==> src/fpc_regs.svh <==
// Constants for the fuse PROM host controller
// What the fuse PROM and its programming sequence require
// Device holds 256 four-bit words selected by an 8-bit address.
// Blank bits read one; a programmed bit reads low.
// Device enabled only with select low; outputs low when deselected.
// Read data valid within 20 ns of a stable address.
// Read data valid within 8.0 ns of select going low.
// Host may use select as ninth address bit for 512 words.
// Programmer sets programming address first, then raises program supply.
// Program supply pulse starts at least 20 ns after address select.
// With supply high, drive exactly one output to choose the bit.
// Then draw a 40 mA select current pulse, nominally 100 us wide.
// Verify: end pulse, release output, drop supply, normal address levels.
// During verify enable the device with select low.
// Sensed low means programmed; high means fail; at most eight attempts.
// Each further bit repeats the whole sequence from word selection.
// Program supply held at ground except while programming a bit.
// Device read path is combinational with no internal state.
`ifndef FPC_REGS_SVH
`define FPC_REGS_SVH
`define FPC_CLK_PERIOD_PS 25000
`define FPC_ADDR_ACCESS_TIME_PS 20000
`define FPC_SELECT_ACCESS_TIME_PS 8000
`define FPC_SETUP_TIME_PS 20000
`define FPC_CS_PULSE_US 100
`define FPC_SUPPLY_RISE_US 2
`define FPC_MAX_ATTEMPTS 8
`define FPC_ADDR_CYC ((`FPC_ADDR_ACCESS_TIME_PS + `FPC_CLK_PERIOD_PS - 1) / `FPC_CLK_PERIOD_PS)
`define FPC_SEL_CYC ((`FPC_SELECT_ACCESS_TIME_PS + `FPC_CLK_PERIOD_PS - 1) / `FPC_CLK_PERIOD_PS)
`define FPC_SETUP_CYC ((`FPC_SETUP_TIME_PS + `FPC_CLK_PERIOD_PS - 1) / `FPC_CLK_PERIOD_PS)
`define FPC_PULSE_CYC (`FPC_CS_PULSE_US * 1000000 / `FPC_CLK_PERIOD_PS)
`define FPC_RISE_CYC (`FPC_SUPPLY_RISE_US * 1000000 / `FPC_CLK_PERIOD_PS)
`endif

==> src/fpc_pkg.sv <==
// Types for the fuse PROM host controller
package fpc_pkg;
    typedef enum logic [1:0] {FPC_CMD_NONE, FPC_CMD_READ, FPC_CMD_PROG} fpc_cmd_e;
    typedef struct packed {
        logic [8:0] addr;
        logic [1:0] bit_sel;
        fpc_cmd_e cmd;
    } fpc_req_s;
    typedef struct packed {
        logic [7:0] word_address;
        logic prog_levels;
        logic select_n_0;
        logic select_n_1;
        logic program_supply;
        logic [3:0] drive_en;
        logic cs_current;
    } fpc_pins_s;
    typedef struct packed {
        logic [3:0] data;
        logic ok;
        logic fail;
        logic [3:0] attempts;
    } fpc_rsp_s;
endpackage

==> src/fpc_timer.sv <==
// Down-counting wait timer for the controller sequences
`timescale 1ns/1ps
module fpc_timer #(
    parameter int WIDTH = 16
) (
    input wire logic core_clk_i,
    input wire logic rst_i,
    input wire logic load_i,
    input wire logic [WIDTH-1:0] count_i,
    output logic done_o
);
    logic [WIDTH-1:0] cnt_reg;
    always_ff @(posedge core_clk_i) begin
        if (rst_i) begin
            cnt_reg <= '0;
        end else if (load_i) begin
            cnt_reg <= count_i;
        end else if (cnt_reg != '0) begin
            cnt_reg <= cnt_reg - 1'b1;
        end
    end
    // Done must not look at load_i: the caller derives load from done, which would close a loop
    assign done_o = (cnt_reg == '0);
endmodule

==> src/fpc_host.sv <==
// Host controller that reads and programs a 256x4 fuse PROM pair
`timescale 1ns/1ps
`include "fpc_regs.svh"
module fpc_host #(
    parameter int PULSE_CYC = `FPC_PULSE_CYC,
    parameter int RISE_CYC = `FPC_RISE_CYC,
    parameter int MAX_ATTEMPTS = `FPC_MAX_ATTEMPTS
) (
    input wire logic core_clk_i,
    input wire logic rst_i,
    input wire fpc_pkg::fpc_req_s req_i,
    input wire logic req_valid_i,
    output logic req_ready_o,
    output fpc_pkg::fpc_rsp_s rsp_o,
    output logic rsp_valid_o,
    input wire logic [3:0] data_out_i,
    output fpc_pkg::fpc_pins_s pins_o
);
    import fpc_pkg::*;

    localparam int TW = 16;
    typedef enum {ST_IDLE, ST_RD_WAIT, ST_RD_DONE, ST_P_ADDR, ST_P_SUPPLY, ST_P_DRIVE, ST_P_PULSE,
                  ST_V_DRIVE_OFF, ST_V_SUPPLY_OFF, ST_V_LEVELS, ST_V_SENSE} fpc_state_e;

    fpc_state_e state_reg;
    fpc_req_s req_reg;
    fpc_pins_s pins_reg;
    fpc_rsp_s rsp_reg;
    logic rsp_valid_reg;
    logic [3:0] attempt_reg;
    logic [3:0] d_meta_reg;
    logic [3:0] d_sync_reg;
    logic tmr_load;
    logic [TW-1:0] tmr_count;
    logic tmr_done;

    // Chip select doubles as the ninth address bit, so only one part is enabled
    function automatic logic [1:0] sel_n(input logic enable, input logic bank);
        sel_n = enable ? {!bank, bank} : 2'b11;
    endfunction

    function automatic logic [TW-1:0] cyc(input int n);
        cyc = (n < 1) ? TW'(1) : TW'(n);
    endfunction

    fpc_timer #(.WIDTH(TW)) u_timer (
        .core_clk_i(core_clk_i),
        .rst_i(rst_i),
        .load_i(tmr_load),
        .count_i(tmr_count),
        .done_o(tmr_done)
    );

    // Outputs come from pins that are not on this clock
    always_ff @(posedge core_clk_i) begin
        if (rst_i) begin
            d_meta_reg <= 4'h0;
            d_sync_reg <= 4'h0;
        end else begin
            d_meta_reg <= data_out_i;
            d_sync_reg <= d_meta_reg;
        end
    end

    always_comb begin
        tmr_load = 1'b0;
        tmr_count = '0;
        case (state_reg)
            ST_IDLE: begin
                if (req_valid_i && req_i.cmd == FPC_CMD_READ) begin
                    tmr_load = 1'b1;
                    tmr_count = cyc(`FPC_ADDR_CYC + 2);
                end else if (req_valid_i && req_i.cmd == FPC_CMD_PROG) begin
                    tmr_load = 1'b1;
                    tmr_count = cyc(`FPC_SETUP_CYC);
                end
            end
            ST_P_ADDR, ST_P_SUPPLY, ST_P_PULSE, ST_V_DRIVE_OFF, ST_V_SUPPLY_OFF, ST_V_LEVELS: begin
                if (tmr_done) begin
                    tmr_load = 1'b1;
                    tmr_count = (state_reg == ST_P_SUPPLY) ? cyc(1) :
                                (state_reg == ST_P_ADDR || state_reg == ST_V_DRIVE_OFF) ? cyc(RISE_CYC) :
                                (state_reg == ST_P_DRIVE) ? cyc(PULSE_CYC - 1) :
                                (state_reg == ST_V_SUPPLY_OFF) ? cyc(`FPC_ADDR_CYC + `FPC_SEL_CYC + 2) :
                                cyc(`FPC_ADDR_CYC + `FPC_SEL_CYC + 2);
                end
            end
            ST_P_DRIVE: begin
                if (tmr_done) begin
                    tmr_load = 1'b1;
                    // A state lasts count plus one cycles, so one less gives the nominal width
                    tmr_count = cyc(PULSE_CYC - 1);
                end
            end
            default: begin
                tmr_load = 1'b0;
                tmr_count = '0;
            end
        endcase
    end

    always_ff @(posedge core_clk_i) begin
        if (rst_i) begin
            state_reg <= ST_IDLE;
            req_reg <= '0;
        end else begin
            case (state_reg)
                ST_IDLE: begin
                    req_reg <= req_i;
                    if (req_valid_i && req_i.cmd == FPC_CMD_READ) begin
                        state_reg <= ST_RD_WAIT;
                    end else if (req_valid_i && req_i.cmd == FPC_CMD_PROG) begin
                        state_reg <= ST_P_ADDR;
                    end
                end
                ST_RD_WAIT: begin
                    if (tmr_done) begin
                        state_reg <= ST_RD_DONE;
                    end
                end
                ST_RD_DONE: state_reg <= ST_IDLE;
                ST_P_ADDR: if (tmr_done) state_reg <= ST_P_SUPPLY;
                ST_P_SUPPLY: if (tmr_done) state_reg <= ST_P_DRIVE;
                ST_P_DRIVE: if (tmr_done) state_reg <= ST_P_PULSE;
                ST_P_PULSE: if (tmr_done) state_reg <= ST_V_DRIVE_OFF;
                ST_V_DRIVE_OFF: if (tmr_done) state_reg <= ST_V_SUPPLY_OFF;
                ST_V_SUPPLY_OFF: if (tmr_done) state_reg <= ST_V_LEVELS;
                ST_V_LEVELS: if (tmr_done) state_reg <= ST_V_SENSE;
                ST_V_SENSE: begin
                    // Retry from word selection while the bit still reads high
                    if (d_sync_reg[req_reg.bit_sel] && attempt_reg < 4'(MAX_ATTEMPTS)) begin
                        state_reg <= ST_P_ADDR;
                    end else begin
                        state_reg <= ST_IDLE;
                    end
                end
                default: state_reg <= ST_IDLE;
            endcase
        end
    end

    // Attempt counter; bounded so a dead fuse is never hammered past the limit
    always_ff @(posedge core_clk_i) begin
        if (rst_i) begin
            attempt_reg <= 4'h0;
        end else if (state_reg == ST_IDLE) begin
            attempt_reg <= 4'h0;
        end else if (state_reg == ST_P_ADDR && tmr_done) begin
            attempt_reg <= attempt_reg + 4'h1;
        end
    end

    always_ff @(posedge core_clk_i) begin
        if (rst_i) begin
            pins_reg <= '{word_address: 8'h00, prog_levels: 1'b0, select_n_0: 1'b1, select_n_1: 1'b1,
                          program_supply: 1'b0, drive_en: 4'h0, cs_current: 1'b0};
        end else begin
            case (state_reg)
                ST_IDLE: begin
                    pins_reg.program_supply <= 1'b0;
                    pins_reg.drive_en <= 4'h0;
                    pins_reg.cs_current <= 1'b0;
                    pins_reg.prog_levels <= 1'b0;
                    if (req_valid_i && req_i.cmd == FPC_CMD_READ) begin
                        pins_reg.word_address <= req_i.addr[7:0];
                        {pins_reg.select_n_1, pins_reg.select_n_0} <= sel_n(1'b1, req_i.addr[8]);
                    end else if (req_valid_i && req_i.cmd == FPC_CMD_PROG) begin
                        pins_reg.word_address <= req_i.addr[7:0];
                        {pins_reg.select_n_1, pins_reg.select_n_0} <= 2'b11;
                    end else begin
                        {pins_reg.select_n_1, pins_reg.select_n_0} <= 2'b11;
                    end
                end
                ST_P_ADDR: begin
                    pins_reg.prog_levels <= 1'b1;
                    {pins_reg.select_n_1, pins_reg.select_n_0} <= 2'b11;
                    if (tmr_done) pins_reg.program_supply <= 1'b1;
                end
                ST_P_SUPPLY: if (tmr_done) pins_reg.drive_en <= 4'h1 << req_reg.bit_sel;
                ST_P_DRIVE: if (tmr_done) pins_reg.cs_current <= 1'b1;
                ST_P_PULSE: if (tmr_done) pins_reg.cs_current <= 1'b0;
                ST_V_DRIVE_OFF: if (tmr_done) pins_reg.drive_en <= 4'h0;
                ST_V_SUPPLY_OFF: begin
                    if (tmr_done) begin
                        pins_reg.program_supply <= 1'b0;
                        pins_reg.prog_levels <= 1'b0;
                        {pins_reg.select_n_1, pins_reg.select_n_0} <= sel_n(1'b1, req_reg.addr[8]);
                    end
                end
                default: begin
                    pins_reg.program_supply <= pins_reg.program_supply;
                end
            endcase
        end
    end

    always_ff @(posedge core_clk_i) begin
        if (rst_i) begin
            rsp_reg <= '0;
            rsp_valid_reg <= 1'b0;
        end else begin
            rsp_valid_reg <= 1'b0;
            if (state_reg == ST_RD_DONE) begin
                rsp_reg <= '{data: d_sync_reg, ok: 1'b1, fail: 1'b0, attempts: 4'h0};
                rsp_valid_reg <= 1'b1;
            end else if (state_reg == ST_V_SENSE &&
                         (!d_sync_reg[req_reg.bit_sel] || attempt_reg >= 4'(MAX_ATTEMPTS))) begin
                rsp_reg <= '{data: d_sync_reg, ok: !d_sync_reg[req_reg.bit_sel],
                             fail: d_sync_reg[req_reg.bit_sel], attempts: attempt_reg};
                rsp_valid_reg <= 1'b1;
            end
        end
    end

    always_ff @(posedge core_clk_i) begin
        if (rst_i) begin
            req_ready_o <= 1'b0;
        end else begin
            req_ready_o <= (state_reg == ST_IDLE) && !req_valid_i;
        end
    end

    assign rsp_o = rsp_reg;
    assign rsp_valid_o = rsp_valid_reg;
    assign pins_o = pins_reg;
endmodule

==> config.mk <==
export PLATFORM = sky130hd
export DESIGN_NAME = fpc_host
export DESIGN_NICKNAME = d
export VERILOG_FILES = /design/src/fpc_pkg.sv /design/src/fpc_timer.sv /design/src/fpc_host.sv
export VERILOG_INCLUDE_DIRS = /design/src
export SDC_FILE = /design/constraint.sdc
export NUM_CORES = 1
export LEC_CHECK = 0
export ABC_CLOCK_PERIOD_IN_PS = 5900
export BUFFER_PORTS_ARGS = -buffer_cell sky130_fd_sc_hd__buf_2
export CAP_MARGIN = 20
export CELL_PAD_IN_SITES_DETAIL_PLACEMENT = 1
export CELL_PAD_IN_SITES_GLOBAL_PLACEMENT = 1
export CORE_MARGIN = 3
export CORE_UTILIZATION = 27
export CTS_BUF_LIST = sky130_fd_sc_hd__clkbuf_4 sky130_fd_sc_hd__clkbuf_8
export DETAILED_ROUTE_END_ITERATION = 7
export PLACE_DENSITY_LB_ADDON = 0.2
export SLEW_MARGIN = 20
export SYNTH_ARGS = -nofsm -noshare
export SYNTH_HDL_FRONTEND = slang
export SYNTH_HIERARCHICAL = 1
export SYNTH_SLANG_ARGS = --single-unit
==> constraint.sdc <==
create_clock -name core_clk_i -period 5.9 [get_ports core_clk_i]
set_input_delay 0 -clock core_clk_i [delete_from_list [all_inputs] [get_ports core_clk_i]]
set_output_delay 0 -clock core_clk_i [all_outputs]
set_load 0.05 [all_outputs]
==> results of run 1 <==
## stage by stage
stage          power (mW)  cell area [um2]  worst slack (ns)
6_report             1.78             3910              2.46
5_1_grt              1.94             3910              2.13
4_1_cts              1.81             3900              2.19
3_5_place_dp         1.44             3560              2.23
3_3_place_gp         1.43             3560              2.30
2_1_floorplan        1.26             3190              2.38
## metal layers
layer  vias up  routed length [um]
li1       1427                   -
met1      1323                3780
met2        33                4320
met3        11                 282
met4         0                 139
met5         -                   0
## worst reg2reg max path: stages (launching register included)
cell and delay [ns]:
dfxtp_1 0.33, inv_1 0.08, ha_1 0.19, or3b_2 0.54, or4_4 0.59, nor2_1 0.12, buf_4 0.22, a32oi_1 0.08
o32ai_1 0.23, buf_4 0.24, nor2b_2 0.54, nand2_1 0.10, o21ai_0 0.10
## final cells by class
class / instances / share of cell area [%]
multi-input combinational: 275 / 45.7
sequential: 64 / 32.8
timing repair buffer: 70 / 11.4
tap: 140 / 4.48
clock buffer: 10 / 3.36
clock inverter: 6 / 1.15
inverter: 11 / 1.06
## power by group
part           internal [mW]  switching, mW  total, mW
clock network          0.159          0.187      0.346
logic                  0.337          0.478      0.815
registers              0.512          0.110      0.622
total                   1.01          0.775       1.78
## placed cells by master, fill, tap and decap left out, drive strengths merged, types with 4 or more instances in the layout
cell         count
mux2i           21
or3              4
nor2            34
dlygate4sd3     16
nand2           31
dfxtp           64
or4              6
a21oi           22
clkinv           6
clkbuf          10
nor2b           12
nor3            17
nand3b           5
conb            10
xnor2           12
nor4             5
o21ai           21
inv             11
nand2b           5
o31ai            7
buf             54
nand3            9
## cell families (layout without fill, tap and decap cells)
group / after synthesis / in the layout
xor+xnor: 15 / 15
simple gates: 149 / 149
compound gates: 76 / 76
fa+ha+maj: 3 / 3
buf+inv: 32 / 97
other cells: 1 / 10
flops: 64 / 64
mux: 22 / 22
## final timing paths
path,cells after the start,end,startpoint
min reg2reg,1,d_sync_reg[3]$_SDFF_PP0_,d_meta_reg[3]$_SDFF_PP0_
max reg2reg,12,u_timer/cnt_reg[11]$_SDFFE_PP0P_,u_timer/cnt_reg[0]$_SDFFE_PP0P_
max,12,u_timer/cnt_reg[11]$_SDFFE_PP0P_,u_timer/cnt_reg[0]$_SDFFE_PP0P_
min,5,u_timer/cnt_reg[1]$_SDFFE_PP0P_,req_i[0]
==> impl_metrics.xml, run 1 <==
<?xml version="1.0" encoding="UTF-8"?>
<metrics>
  <group name="run_status">
    <metric name="result_of_the_run" unit="">finished, final reports clean</metric>
  </group>
  <group name="routing">
    <metric name="drt-total-wl" unit="um">8520</metric>
    <metric name="ant_nets" unit="">0</metric>
    <metric name="route.vias.total" unit="">2794</metric>
    <metric name="routed_wire_length_per_instance" unit="um">14.8</metric>
    <metric name="detail_route.iter0.violations" unit="">144</metric>
    <metric name="drt_pass1_iterations" unit="">4</metric>
    <metric name="vias_per_cell" unit="">4.85</metric>
    <metric name="drc" unit="">0</metric>
  </group>
  <group name="placed_design">
    <metric name="finalWeightedCongestion" unit="">0.715</metric>
    <metric name="port_buffers" unit="">48</metric>
    <metric name="post-dp-hpwl" unit="um">5960</metric>
    <metric name="dpl.cell_count" unit="">544</metric>
  </group>
  <group name="finish">
    <metric name="largest_register_ff_count" unit="">17</metric>
    <metric name="antennaDiodeCount" unit="">0</metric>
    <metric name="syn_to_final_growth" unit="%">23.7</metric>
    <metric name="final_cell_count_no_fill" unit="">576</metric>
    <metric name="nNetsFinal" unit="">454</metric>
    <metric name="multi_input_area" unit="um2">1790</metric>
    <metric name="drive_gt1_share" unit="%">20.0</metric>
    <metric name="layout.filler_cells" unit="">1368</metric>
    <metric name="final-seq-area" unit="um2">1280</metric>
    <metric name="final_core_util" unit="%">35.1</metric>
  </group>
  <group name="yosys">
    <metric name="synth.yosys.seq_area_share" unit="%">40.6</metric>
    <metric name="synth.mux.area_fraction" unit="%">7.37</metric>
    <metric name="synth_top_cells_by_area" unit="">dfxtp_1, mux2i_1, nor2_1</metric>
    <metric name="synth_adder_area_share" unit="%">1.19</metric>
    <metric name="yosys.area_share.simple" unit="%">26.2</metric>
    <metric name="synth_area_in_compound_gates" unit="%">16.2</metric>
    <metric name="synth_top_cell_area_share" unit="%">40.6</metric>
    <metric name="synth_seq_cells" unit="">64</metric>
    <metric name="mappedNetlistArea" unit="um2">3160</metric>
    <metric name="post_synth_xor_area_fraction" unit="%">4.16</metric>
    <metric name="synth.avg_cell_area" unit="um2">8.72</metric>
    <metric name="postSynthCellCount" unit="">362</metric>
    <metric name="synth-edff-count" unit="">0</metric>
    <metric name="post_synth_num_cell_types" unit="">63</metric>
    <metric name="synth_top_family_by_area" unit="">simple AND/OR/NAND/NOR gates</metric>
    <metric name="synth-warning-count" unit="">6</metric>
    <metric name="ys_async_sr_fraction" unit="%">0</metric>
    <metric name="netlist_top_cells_count" unit="">dfxtp_1, nor2_1, nand2_1</metric>
    <metric name="synth_top_flop_cell" unit="">dfxtp_1</metric>
    <metric name="yosysTopAreaCell" unit="">dfxtp_1</metric>
    <metric name="synth_most_common_cell" unit="">dfxtp_1</metric>
  </group>
  <group name="cts">
    <metric name="cts.clk_slew.worst_paths" unit="ns">0.07</metric>
    <metric name="cts_made_buffers" unit="">9</metric>
    <metric name="htree_levels" unit="">3</metric>
    <metric name="ctsLongestPathBuffers" unit="">2</metric>
    <metric name="clockRootBuffer" unit="">clkbuf_8</metric>
    <metric name="post_cts_resized" unit="">0</metric>
    <metric name="clock-sinks" unit="">64</metric>
    <metric name="post-cts-setup-buffer-count" unit="">0</metric>
    <metric name="clk-insertion-delay-late" unit="ns">0.36</metric>
    <metric name="postCtsHoldBufs" unit="">16</metric>
    <metric name="tritoncts_clock_tree" unit="">yes</metric>
  </group>
  <group name="floorplanning">
    <metric name="placeableCoreArea" unit="um2">11100</metric>
    <metric name="die-area" unit="um2">13000</metric>
    <metric name="die_h" unit="um">114</metric>
    <metric name="fp-row-count" unit="">38</metric>
    <metric name="dieWidth" unit="um">114</metric>
    <metric name="pin_count" unit="">49</metric>
    <metric name="effective_utilization_at_floorplan" unit="%">28.4</metric>
  </group>
  <group name="timing">
    <metric name="timing.final.max_slew_violations" unit="">0</metric>
    <metric name="final_setup_fails" unit="">0</metric>
    <metric name="grt_setup_unrepaired" unit="">false</metric>
    <metric name="finalHoldWorstSlack" unit="ns">0.186</metric>
    <metric name="min_period" unit="ns">3.44</metric>
    <metric name="relative_slew_margins" unit="%">45.0</metric>
    <metric name="finalClockSkew" unit="ns">0.00816</metric>
    <metric name="max_freq" unit="MHz">291</metric>
    <metric name="final_report_hold_violation_count" unit="">0</metric>
    <metric name="timing.setup.tns" unit="ns">0</metric>
    <metric name="final.period_utilization" unit="%">58.3</metric>
    <metric name="pin_slew_with_the_least_headroom_to_its_limit" unit="ns">0.825</metric>
  </group>
  <group name="global_routing">
    <metric name="grt.met2_usage" unit="%">24.0</metric>
    <metric name="track_usage" unit="%">14.0</metric>
    <metric name="grt_start_max_net_pins" unit="">49</metric>
    <metric name="global_route.overflow_total" unit="">0</metric>
    <metric name="via_count_of_the_first_global_routing_pass" unit="">2945</metric>
    <metric name="antenna_violations_before_repair" unit="">0</metric>
    <metric name="grt_first_pass_wirelength" unit="um">14400</metric>
    <metric name="gr-usage-met3" unit="%">5.29</metric>
    <metric name="grt_busiest_layer" unit="">met2</metric>
    <metric name="use_met1" unit="%">16.4</metric>
  </group>
  <group name="setup_path">
    <metric name="path_class" unit="">register to register</metric>
    <metric name="path_cells" unit="">inv_1 &gt; ha_1 &gt; or3b_2 &gt; or4_4 &gt; nor2_1 &gt; buf_4 &gt; a32oi_1 &gt; o32ai_1 &gt; buf_4 &gt; nor2b_2 &gt; nand2_1 &gt; o21ai_0</metric>
    <metric name="ff2ff_setup_slack" unit="ns">2.46</metric>
    <metric name="critical-path-max-stage-delay" unit="ns">0.59</metric>
    <metric name="startpoint_type" unit="">register</metric>
    <metric name="worstPathMaxFanout" unit="">16</metric>
    <metric name="worst-endpoint-arrival" unit="ns">3.72</metric>
    <metric name="path_common_cell" unit="">buf_4</metric>
    <metric name="worstPathBufferInverterCount" unit="">3</metric>
    <metric name="critical-path-top-delay-family" unit="">simple AND/OR/NAND/NOR gates</metric>
    <metric name="cpMaxStageDelayCell" unit="">or4_4</metric>
    <metric name="cp_data_required_time" unit="ns">6.18</metric>
    <metric name="worstSetupEndpointType" unit="">register</metric>
  </group>
  <group name="power">
    <metric name="p_per_area" unit="nW/um2">456</metric>
    <metric name="cellLeakagePower" unit="nW">1.57</metric>
    <metric name="irDropWorstVdd" unit="uV">246</metric>
  </group>
  <group name="hold_path">
    <metric name="hold_path.class" unit="">input port to register</metric>
  </group>
  <group name="run">
    <metric name="number_of_max_capacitance_violations_reported" unit="">0</metric>
  </group>
</metrics>
(Power assumes the default switching activity.)
==> run 2, diff against run 1 <==
Settings changed: ABC_CLOCK_PERIOD_IN_PS 5900 to 3200.
Clock period 5.9 ns to 3.2 ns, I/O delays scaled along.
==> run 2 against run 1 <==
- combinational power increased by 100%
- total power increased by 100%
- clock power increased by 130%
- first-iteration DRC count increased by 14%
- cell area increased by 3.3%
- global-route usage increased by 0.30 points
- die area unchanged
- critical path type unchanged
- largest power group unchanged
- highest routed layer unchanged
==> impl_metrics.xml, run 2 (synthesis gave the netlist of run 1 again) <==
<?xml version="1.0" encoding="UTF-8"?>
<metrics>
  <group name="run_status">
    <metric name="result_of_the_run" unit="">finished, final reports clean</metric>
  </group>
  <group name="routing">
    <metric name="drc" unit="">0</metric>
    <metric name="detail_route.iter0.violations" unit="">164</metric>
    <metric name="detailroute.wirelength.met2" unit="um">4410</metric>
    <metric name="drt_pass1_iterations" unit="">4</metric>
    <metric name="ant_nets" unit="">0</metric>
    <metric name="drt-met1-wl" unit="um">3960</metric>
    <metric name="vias_per_cell" unit="">4.90</metric>
    <metric name="route.vias.total" unit="">2854</metric>
    <metric name="routed_wire_length_per_instance" unit="um">15.0</metric>
    <metric name="route.top_layer_used" unit="">met4</metric>
    <metric name="drt-total-wl" unit="um">8740</metric>
    <metric name="metal3_wl" unit="um">272</metric>
  </group>
  <group name="cts">
    <metric name="cts.clk_slew.worst_paths" unit="ns">0.08</metric>
    <metric name="clock-sinks" unit="">64</metric>
    <metric name="htree_levels" unit="">3</metric>
    <metric name="ctsLongestPathBuffers" unit="">2</metric>
    <metric name="cts_made_buffers" unit="">9</metric>
    <metric name="clockRootBuffer" unit="">clkbuf_8</metric>
    <metric name="clk-insertion-delay-late" unit="ns">0.36</metric>
    <metric name="tritoncts_clock_tree" unit="">yes</metric>
  </group>
  <group name="finish">
    <metric name="antennaDiodeCount" unit="">0</metric>
    <metric name="layout_commonest_cell" unit="">dfxtp_1</metric>
    <metric name="nNetsFinal" unit="">460</metric>
    <metric name="syn_to_final_growth" unit="%">27.7</metric>
    <metric name="drive_gt1_share" unit="%">21.9</metric>
    <metric name="largest_register_ff_count" unit="">17</metric>
    <metric name="layout.filler_cells" unit="">1352</metric>
    <metric name="final_cell_count_no_fill" unit="">582</metric>
    <metric name="most-common-layout-cells" unit="">dfxtp_1, buf_2, nor2_1</metric>
  </group>
  <group name="global_routing">
    <metric name="antenna_violations_before_repair" unit="">0</metric>
    <metric name="track_usage" unit="%">14.3</metric>
    <metric name="via_count_of_the_first_global_routing_pass" unit="">2939</metric>
    <metric name="global_route.overflow_total" unit="">0</metric>
    <metric name="grt_first_pass_wirelength" unit="um">14900</metric>
    <metric name="grt_start_max_net_pins" unit="">49</metric>
  </group>
  <group name="placed_design">
    <metric name="finalWeightedCongestion" unit="">0.765</metric>
    <metric name="dpl.cell_count" unit="">548</metric>
    <metric name="port_buffers" unit="">48</metric>
    <metric name="post-dp-hpwl" unit="um">6050</metric>
  </group>
  <group name="timing">
    <metric name="final.period_utilization" unit="%">94.2</metric>
    <metric name="timing.final.max_slew_violations" unit="">0</metric>
    <metric name="final_setup_fails" unit="">0</metric>
    <metric name="relative_slew_margins" unit="%">30.3</metric>
    <metric name="finalClockSkew" unit="ns">0.00917</metric>
    <metric name="final_report_hold_violation_count" unit="">0</metric>
    <metric name="min_period" unit="ns">3.01</metric>
    <metric name="finalHoldWorstSlack" unit="ns">0.176</metric>
    <metric name="pin_slew_with_the_least_headroom_to_its_limit" unit="ns">1.04</metric>
    <metric name="max_freq" unit="MHz">332</metric>
  </group>
  <group name="setup_path">
    <metric name="startpoint_type" unit="">register</metric>
    <metric name="worstPathMaxFanout" unit="">16</metric>
    <metric name="cp_data_required_time" unit="ns">3.41</metric>
    <metric name="worst-endpoint-arrival" unit="ns">3.23</metric>
    <metric name="path_class" unit="">register to register</metric>
    <metric name="worstSetupEndpointType" unit="">register</metric>
  </group>
  <group name="floorplanning">
    <metric name="die-area" unit="um2">13000</metric>
    <metric name="fp-row-count" unit="">38</metric>
    <metric name="effective_utilization_at_floorplan" unit="%">28.4</metric>
    <metric name="die_h" unit="um">114</metric>
    <metric name="dieWidth" unit="um">114</metric>
    <metric name="pin_count" unit="">49</metric>
    <metric name="placeableCoreArea" unit="um2">11100</metric>
  </group>
  <group name="power">
    <metric name="p_per_area" unit="nW/um2">890</metric>
    <metric name="total_power" unit="mW">3.59</metric>
    <metric name="cellLeakagePower" unit="nW">1.62</metric>
    <metric name="irDropWorstVdd" unit="uV">509</metric>
  </group>
  <group name="hold_path">
    <metric name="hold_path.class" unit="">input port to register</metric>
  </group>
  <group name="run">
    <metric name="number_of_max_capacitance_violations_reported" unit="">0</metric>
  </group>
</metrics>
run 2: critical path: stages (launching register included):
cell,delay (ns)
dfxtp_2,0.34
inv_1,0.08
ha_2,0.20
or3b_2,0.46
or4_4,0.54
nor2_4,0.13
buf_12,0.15
a32oi_1,0.08
o32ai_2,0.27
buf_4,0.18
buf_4,0.16
nor3_1,0.06
nand3_1,0.12
o221ai_1,0.11
run 2: final cells by class:
cell class	count	area (um2)	area share, %
Clock buffer	9	124	3.07
Clock inverter	7	103	2.54
Inverter	11	41.3	1.02
Multi-Input combinational cell	275	1810	44.8
Sequential cell	64	1280	31.8
Tap cell	140	175	4.34
Timing Repair Buffer	76	503	12.5
run 2: worst paths after layout:
| path | from | slack (ns) | endpoint | depth (start not counted) |
|---|---|---|---|---|
| max | u_timer/cnt_reg[0]$_SDFFE_PP0P_ | 0.19 | u_timer/cnt_reg[0]$_SDFFE_PP0P_ | 13 |
| min | req_i[0] | 0.18 | u_timer/cnt_reg[1]$_SDFFE_PP0P_ | 5 |
| max reg2reg | u_timer/cnt_reg[0]$_SDFFE_PP0P_ | 0.19 | u_timer/cnt_reg[0]$_SDFFE_PP0P_ | 13 |
| min reg2reg | d_meta_reg[1]$_SDFF_PP0_ | 0.44 | d_sync_reg[1]$_SDFF_PP0_ | 1 |
run 2: power by group:
part | switching, mW | total, mW | leakage (nW) | internal [mW]
Combinational | 0.941 | 1.64 | 0.988 | 0.704
Sequential | 0.187 | 1.13 | 0.523 | 0.945
Clock | 0.366 | 0.812 | 0.110 | 0.446
Total | 1.49 | 3.59 | 1.62 | 2.10
run 2: per-layer routing:
metal  GRT usage, %  vias up
met2           24.3       34
met3           4.23       10
met1           17.3     1375
li1               -     1435
met4           4.91        0
met5              0        -
run 2: repair_timing:
action,4_1_cts,5_1_grt
pin swaps,1,2
setup buffers,1,1
gates resized for setup,2,4
endpoints found under the hold margin,16,0
hold buffers,16,0
setup endpoints to repair,1,15
run 2: per-stage QoR:
step | setup TNS [ns] | setup slack [ns] | cell area (um2) | util, %
after CTS | 0 | 0.0609 | 4010 | 36.1
after global placement | 0 | 0.0764 | 3610 | 32.5
final | 0 | 0.187 | 4030 | 36.3
after global routing | -0.000599 | -0.000599 | 4030 | 36.3
after detailed placement | -0.0262 | -0.0262 | 3610 | 32.5
after floorplan | 0 | 0.00318 | 3210 | -
==> run 3, diff against run 2 <==
Settings changed: SETUP_SLACK_MARGIN set to 0.4, SLEW_MARGIN 20 to 0.
==> run 3 against run 2 <==
- setup slack better by 0.27 ns
- cell area is 2.6% higher
- flip-flop and latch count stayed put
- combinational power is 9% higher
- global-route usage is 0.26 points higher
- non-clock buffer count is 9 higher
- via count is 0.81% higher
- count of clock-buffer cells in the layout is 1 higher
- sequential power hardly changed
- fmax is 9.9% higher
- utilization is 0.96 points higher
- largest power group unchanged
- highest routed layer unchanged
==> impl_metrics.xml, run 3 (synthesis gave the netlist of run 1 again) <==
<?xml version="1.0" encoding="UTF-8"?>
<metrics>
  <group name="setup_path">
    <metric name="reg2reg_to" unit="">state_reg[0]$_SDFFE_PP0P_</metric>
    <metric name="cp_data_required_time" unit="ns">3.48</metric>
    <metric name="reg2regPathDepth" unit="">8</metric>
    <metric name="critical-path-top-delay-family" unit="">simple AND/OR/NAND/NOR gates</metric>
    <metric name="cpMaxStageDelayCell" unit="">or4_4</metric>
    <metric name="worst-endpoint-arrival" unit="ns">3.03</metric>
    <metric name="worstPathBufferInverterCount" unit="">1</metric>
    <metric name="worstSetupEndpointType" unit="">register</metric>
    <metric name="worstPathMaxFanout" unit="">4</metric>
    <metric name="path_cells" unit="">or4_4 &gt; or4_4 &gt; nor2_4 &gt; buf_4 &gt; or4b_2 &gt; o21ai_0 &gt; or4_4 &gt; o31ai_2</metric>
    <metric name="startpoint_type" unit="">register</metric>
    <metric name="ff2ff_setup_slack" unit="ns">0.46</metric>
    <metric name="path_class" unit="">register to register</metric>
    <metric name="path_common_cell" unit="">or4_4</metric>
    <metric name="critical-path-max-stage-delay" unit="ns">0.54</metric>
    <metric name="worstReg2RegStart" unit="">u_timer/cnt_reg[8]$_SDFFE_PP0P_</metric>
  </group>
  <group name="global_routing">
    <metric name="antenna_violations_before_repair" unit="">0</metric>
    <metric name="track_usage" unit="%">14.6</metric>
    <metric name="grt_first_pass_wirelength" unit="um">15000</metric>
    <metric name="grt_start_max_net_pins" unit="">48</metric>
    <metric name="global_route.overflow_total" unit="">0</metric>
    <metric name="via_count_of_the_first_global_routing_pass" unit="">3056</metric>
  </group>
  <group name="cts">
    <metric name="htree_levels" unit="">3</metric>
    <metric name="ctsLongestPathBuffers" unit="">2</metric>
    <metric name="clock-sinks" unit="">64</metric>
    <metric name="clk-insertion-delay-late" unit="ns">0.36</metric>
    <metric name="clockRootBuffer" unit="">clkbuf_8</metric>
    <metric name="cts.clk_slew.worst_paths" unit="ns">0.08</metric>
    <metric name="cts_made_buffers" unit="">9</metric>
    <metric name="tritoncts_clock_tree" unit="">yes</metric>
  </group>
  <group name="finish">
    <metric name="largest_register_ff_count" unit="">17</metric>
    <metric name="antennaDiodeCount" unit="">0</metric>
    <metric name="drive_gt1_share" unit="%">26.2</metric>
    <metric name="most-common-layout-cells" unit="">dfxtp_1, buf_2, nor2_1, nand2_1, a21oi_1</metric>
    <metric name="final_core_util" unit="%">37.2</metric>
    <metric name="nNetsFinal" unit="">469</metric>
    <metric name="syn_to_final_growth" unit="%">31.1</metric>
    <metric name="layout_commonest_cell" unit="">dfxtp_1</metric>
  </group>
  <group name="hold_path">
    <metric name="worstHoldStart" unit="">rst_i</metric>
    <metric name="holdPathEnd" unit="">pins_o[7]$_SDFFE_PP1P_</metric>
    <metric name="hold_path.class" unit="">input port to register</metric>
    <metric name="holdPathStages" unit="">3</metric>
  </group>
  <group name="floorplanning">
    <metric name="fp-row-count" unit="">38</metric>
    <metric name="die-area" unit="um2">13000</metric>
    <metric name="pin_count" unit="">49</metric>
    <metric name="dieWidth" unit="um">114</metric>
    <metric name="placeableCoreArea" unit="um2">11100</metric>
    <metric name="effective_utilization_at_floorplan" unit="%">28.4</metric>
    <metric name="die_h" unit="um">114</metric>
  </group>
  <group name="timing">
    <metric name="min_period" unit="ns">2.74</metric>
    <metric name="final_report_hold_violation_count" unit="">0</metric>
    <metric name="timing.setup.tns" unit="ns">0</metric>
    <metric name="grt_setup_unrepaired" unit="">true</metric>
    <metric name="final_setup_fails" unit="">0</metric>
    <metric name="relative_slew_margins" unit="%">27.3</metric>
    <metric name="finalClockSkew" unit="ns">0.0109</metric>
    <metric name="final.period_utilization" unit="%">85.6</metric>
    <metric name="timing.final.max_slew_violations" unit="">0</metric>
    <metric name="max_freq" unit="MHz">365</metric>
    <metric name="pin_slew_with_the_least_headroom_to_its_limit" unit="ns">1.08</metric>
  </group>
  <group name="run">
    <metric name="number_of_max_capacitance_violations_reported" unit="">0</metric>
  </group>
  <group name="placed_design">
    <metric name="post-dp-hpwl" unit="um">6140</metric>
    <metric name="finalWeightedCongestion" unit="">0.770</metric>
    <metric name="port_buffers" unit="">48</metric>
  </group>
  <group name="power">
    <metric name="irDropWorstVdd" unit="uV">417</metric>
    <metric name="p_per_area" unit="nW/um2">882</metric>
    <metric name="cellLeakagePower" unit="nW">1.66</metric>
  </group>
  <group name="routing">
    <metric name="drt_pass1_iterations" unit="">4</metric>
    <metric name="drt-total-wl" unit="um">8930</metric>
    <metric name="detail_route.iter0.violations" unit="">165</metric>
    <metric name="ant_nets" unit="">0</metric>
    <metric name="drc" unit="">0</metric>
    <metric name="route.vias.total" unit="">2877</metric>
    <metric name="routed_wire_length_per_instance" unit="um">15.1</metric>
    <metric name="vias_per_cell" unit="">4.87</metric>
  </group>
  <group name="run_status">
    <metric name="result_of_the_run" unit="">finished, final reports clean</metric>
  </group>
</metrics>
-- run 3: cell type report --
| cell class | instances | area [um2] |
|---|---|---|
| flip-flops and latches | 64 | 1280 |
| inverters | 11 | 41.3 |
| fillers | 1343 | 6990 |
| well taps | 140 | 175 |
| clock buffers | 10 | 131 |
| repair buffers | 85 | 562 |
| multi-input cells | 275 | 1880 |
| clock inverters | 6 | 67.6 |
-- run 3: tightest hold or removal path, stage by stage --
cell and delay, ns:
buf_2 0.11, clkinv_1 0.18, o21ai_0 0.12
-- run 3: through the flow --
step                      setup slack [ns]  cells  hold slack (ns)  area (um2)  power [mW]
after floorplan                      0.325    371           0.0793        3260        2.41
after global placement               0.367    549            0.211        3650        2.77
after detailed placement             0.290    549            0.219        3650        2.78
after CTS                            0.404    584            0.111        4030        3.57
after global routing                 0.340    591            0.148        4140        3.94
final                                0.460    591            0.109        4140        3.65
-- run 3: worst max-delay path by stage --
stage                     depth (start not counted)  slack, ns                                to                       startpoint
after floorplan                                  12       0.32   u_timer/cnt_reg[0]$_SDFFE_PP0P_  u_timer/cnt_reg[0]$_SDFFE_PP0P_
after global placement                           11       0.37  u_timer/cnt_reg[15]$_SDFFE_PP0P_  u_timer/cnt_reg[0]$_SDFFE_PP0P_
after detailed placement                         11       0.29  u_timer/cnt_reg[15]$_SDFFE_PP0P_  u_timer/cnt_reg[0]$_SDFFE_PP0P_
after CTS                                         7       0.40         state_reg[0]$_SDFFE_PP0P_  u_timer/cnt_reg[8]$_SDFFE_PP0P_
after global routing                              9       0.34  u_timer/cnt_reg[15]$_SDFFE_PP0P_  u_timer/cnt_reg[8]$_SDFFE_PP0P_
final                                             8       0.46         state_reg[0]$_SDFFE_PP0P_  u_timer/cnt_reg[8]$_SDFFE_PP0P_
-- run 3: repair_timing --
| action | CTS | global route |
|---|---|---|
| hold buffers | 16 | 0 |
| setup endpoints to repair | 17 | 17 |
| gates cloned | 0 | 0 |
| hold endpoints to repair | 16 | 0 |
| pin swaps | 4 | 4 |
| gates resized for setup | 1 | 12 |
| setup buffers | 3 | 7 |
-- run 3: per-layer routing --
| metal | track usage (%) | routed length [um] | up-vias | part of all wire (%) |
|---|---|---|---|---|
| met4 | 7.76 | 285 | 0 | 3.2 |
| met5 | 0 | 0 | - | 0 |
| met2 | 25.1 | 4510 | 32 | 51 |
| li1 | - | - | 1457 | - |
| met3 | 3.12 | 190 | 18 | 2.1 |
| met1 | 16.9 | 3940 | 1370 | 44 |
-- run 3: power breakdown --
part	switching, mW	internal [mW]	total, mW
sequential	0.211	0.948	1.16
combinational	0.987	0.794	1.78
clock	0.342	0.371	0.712
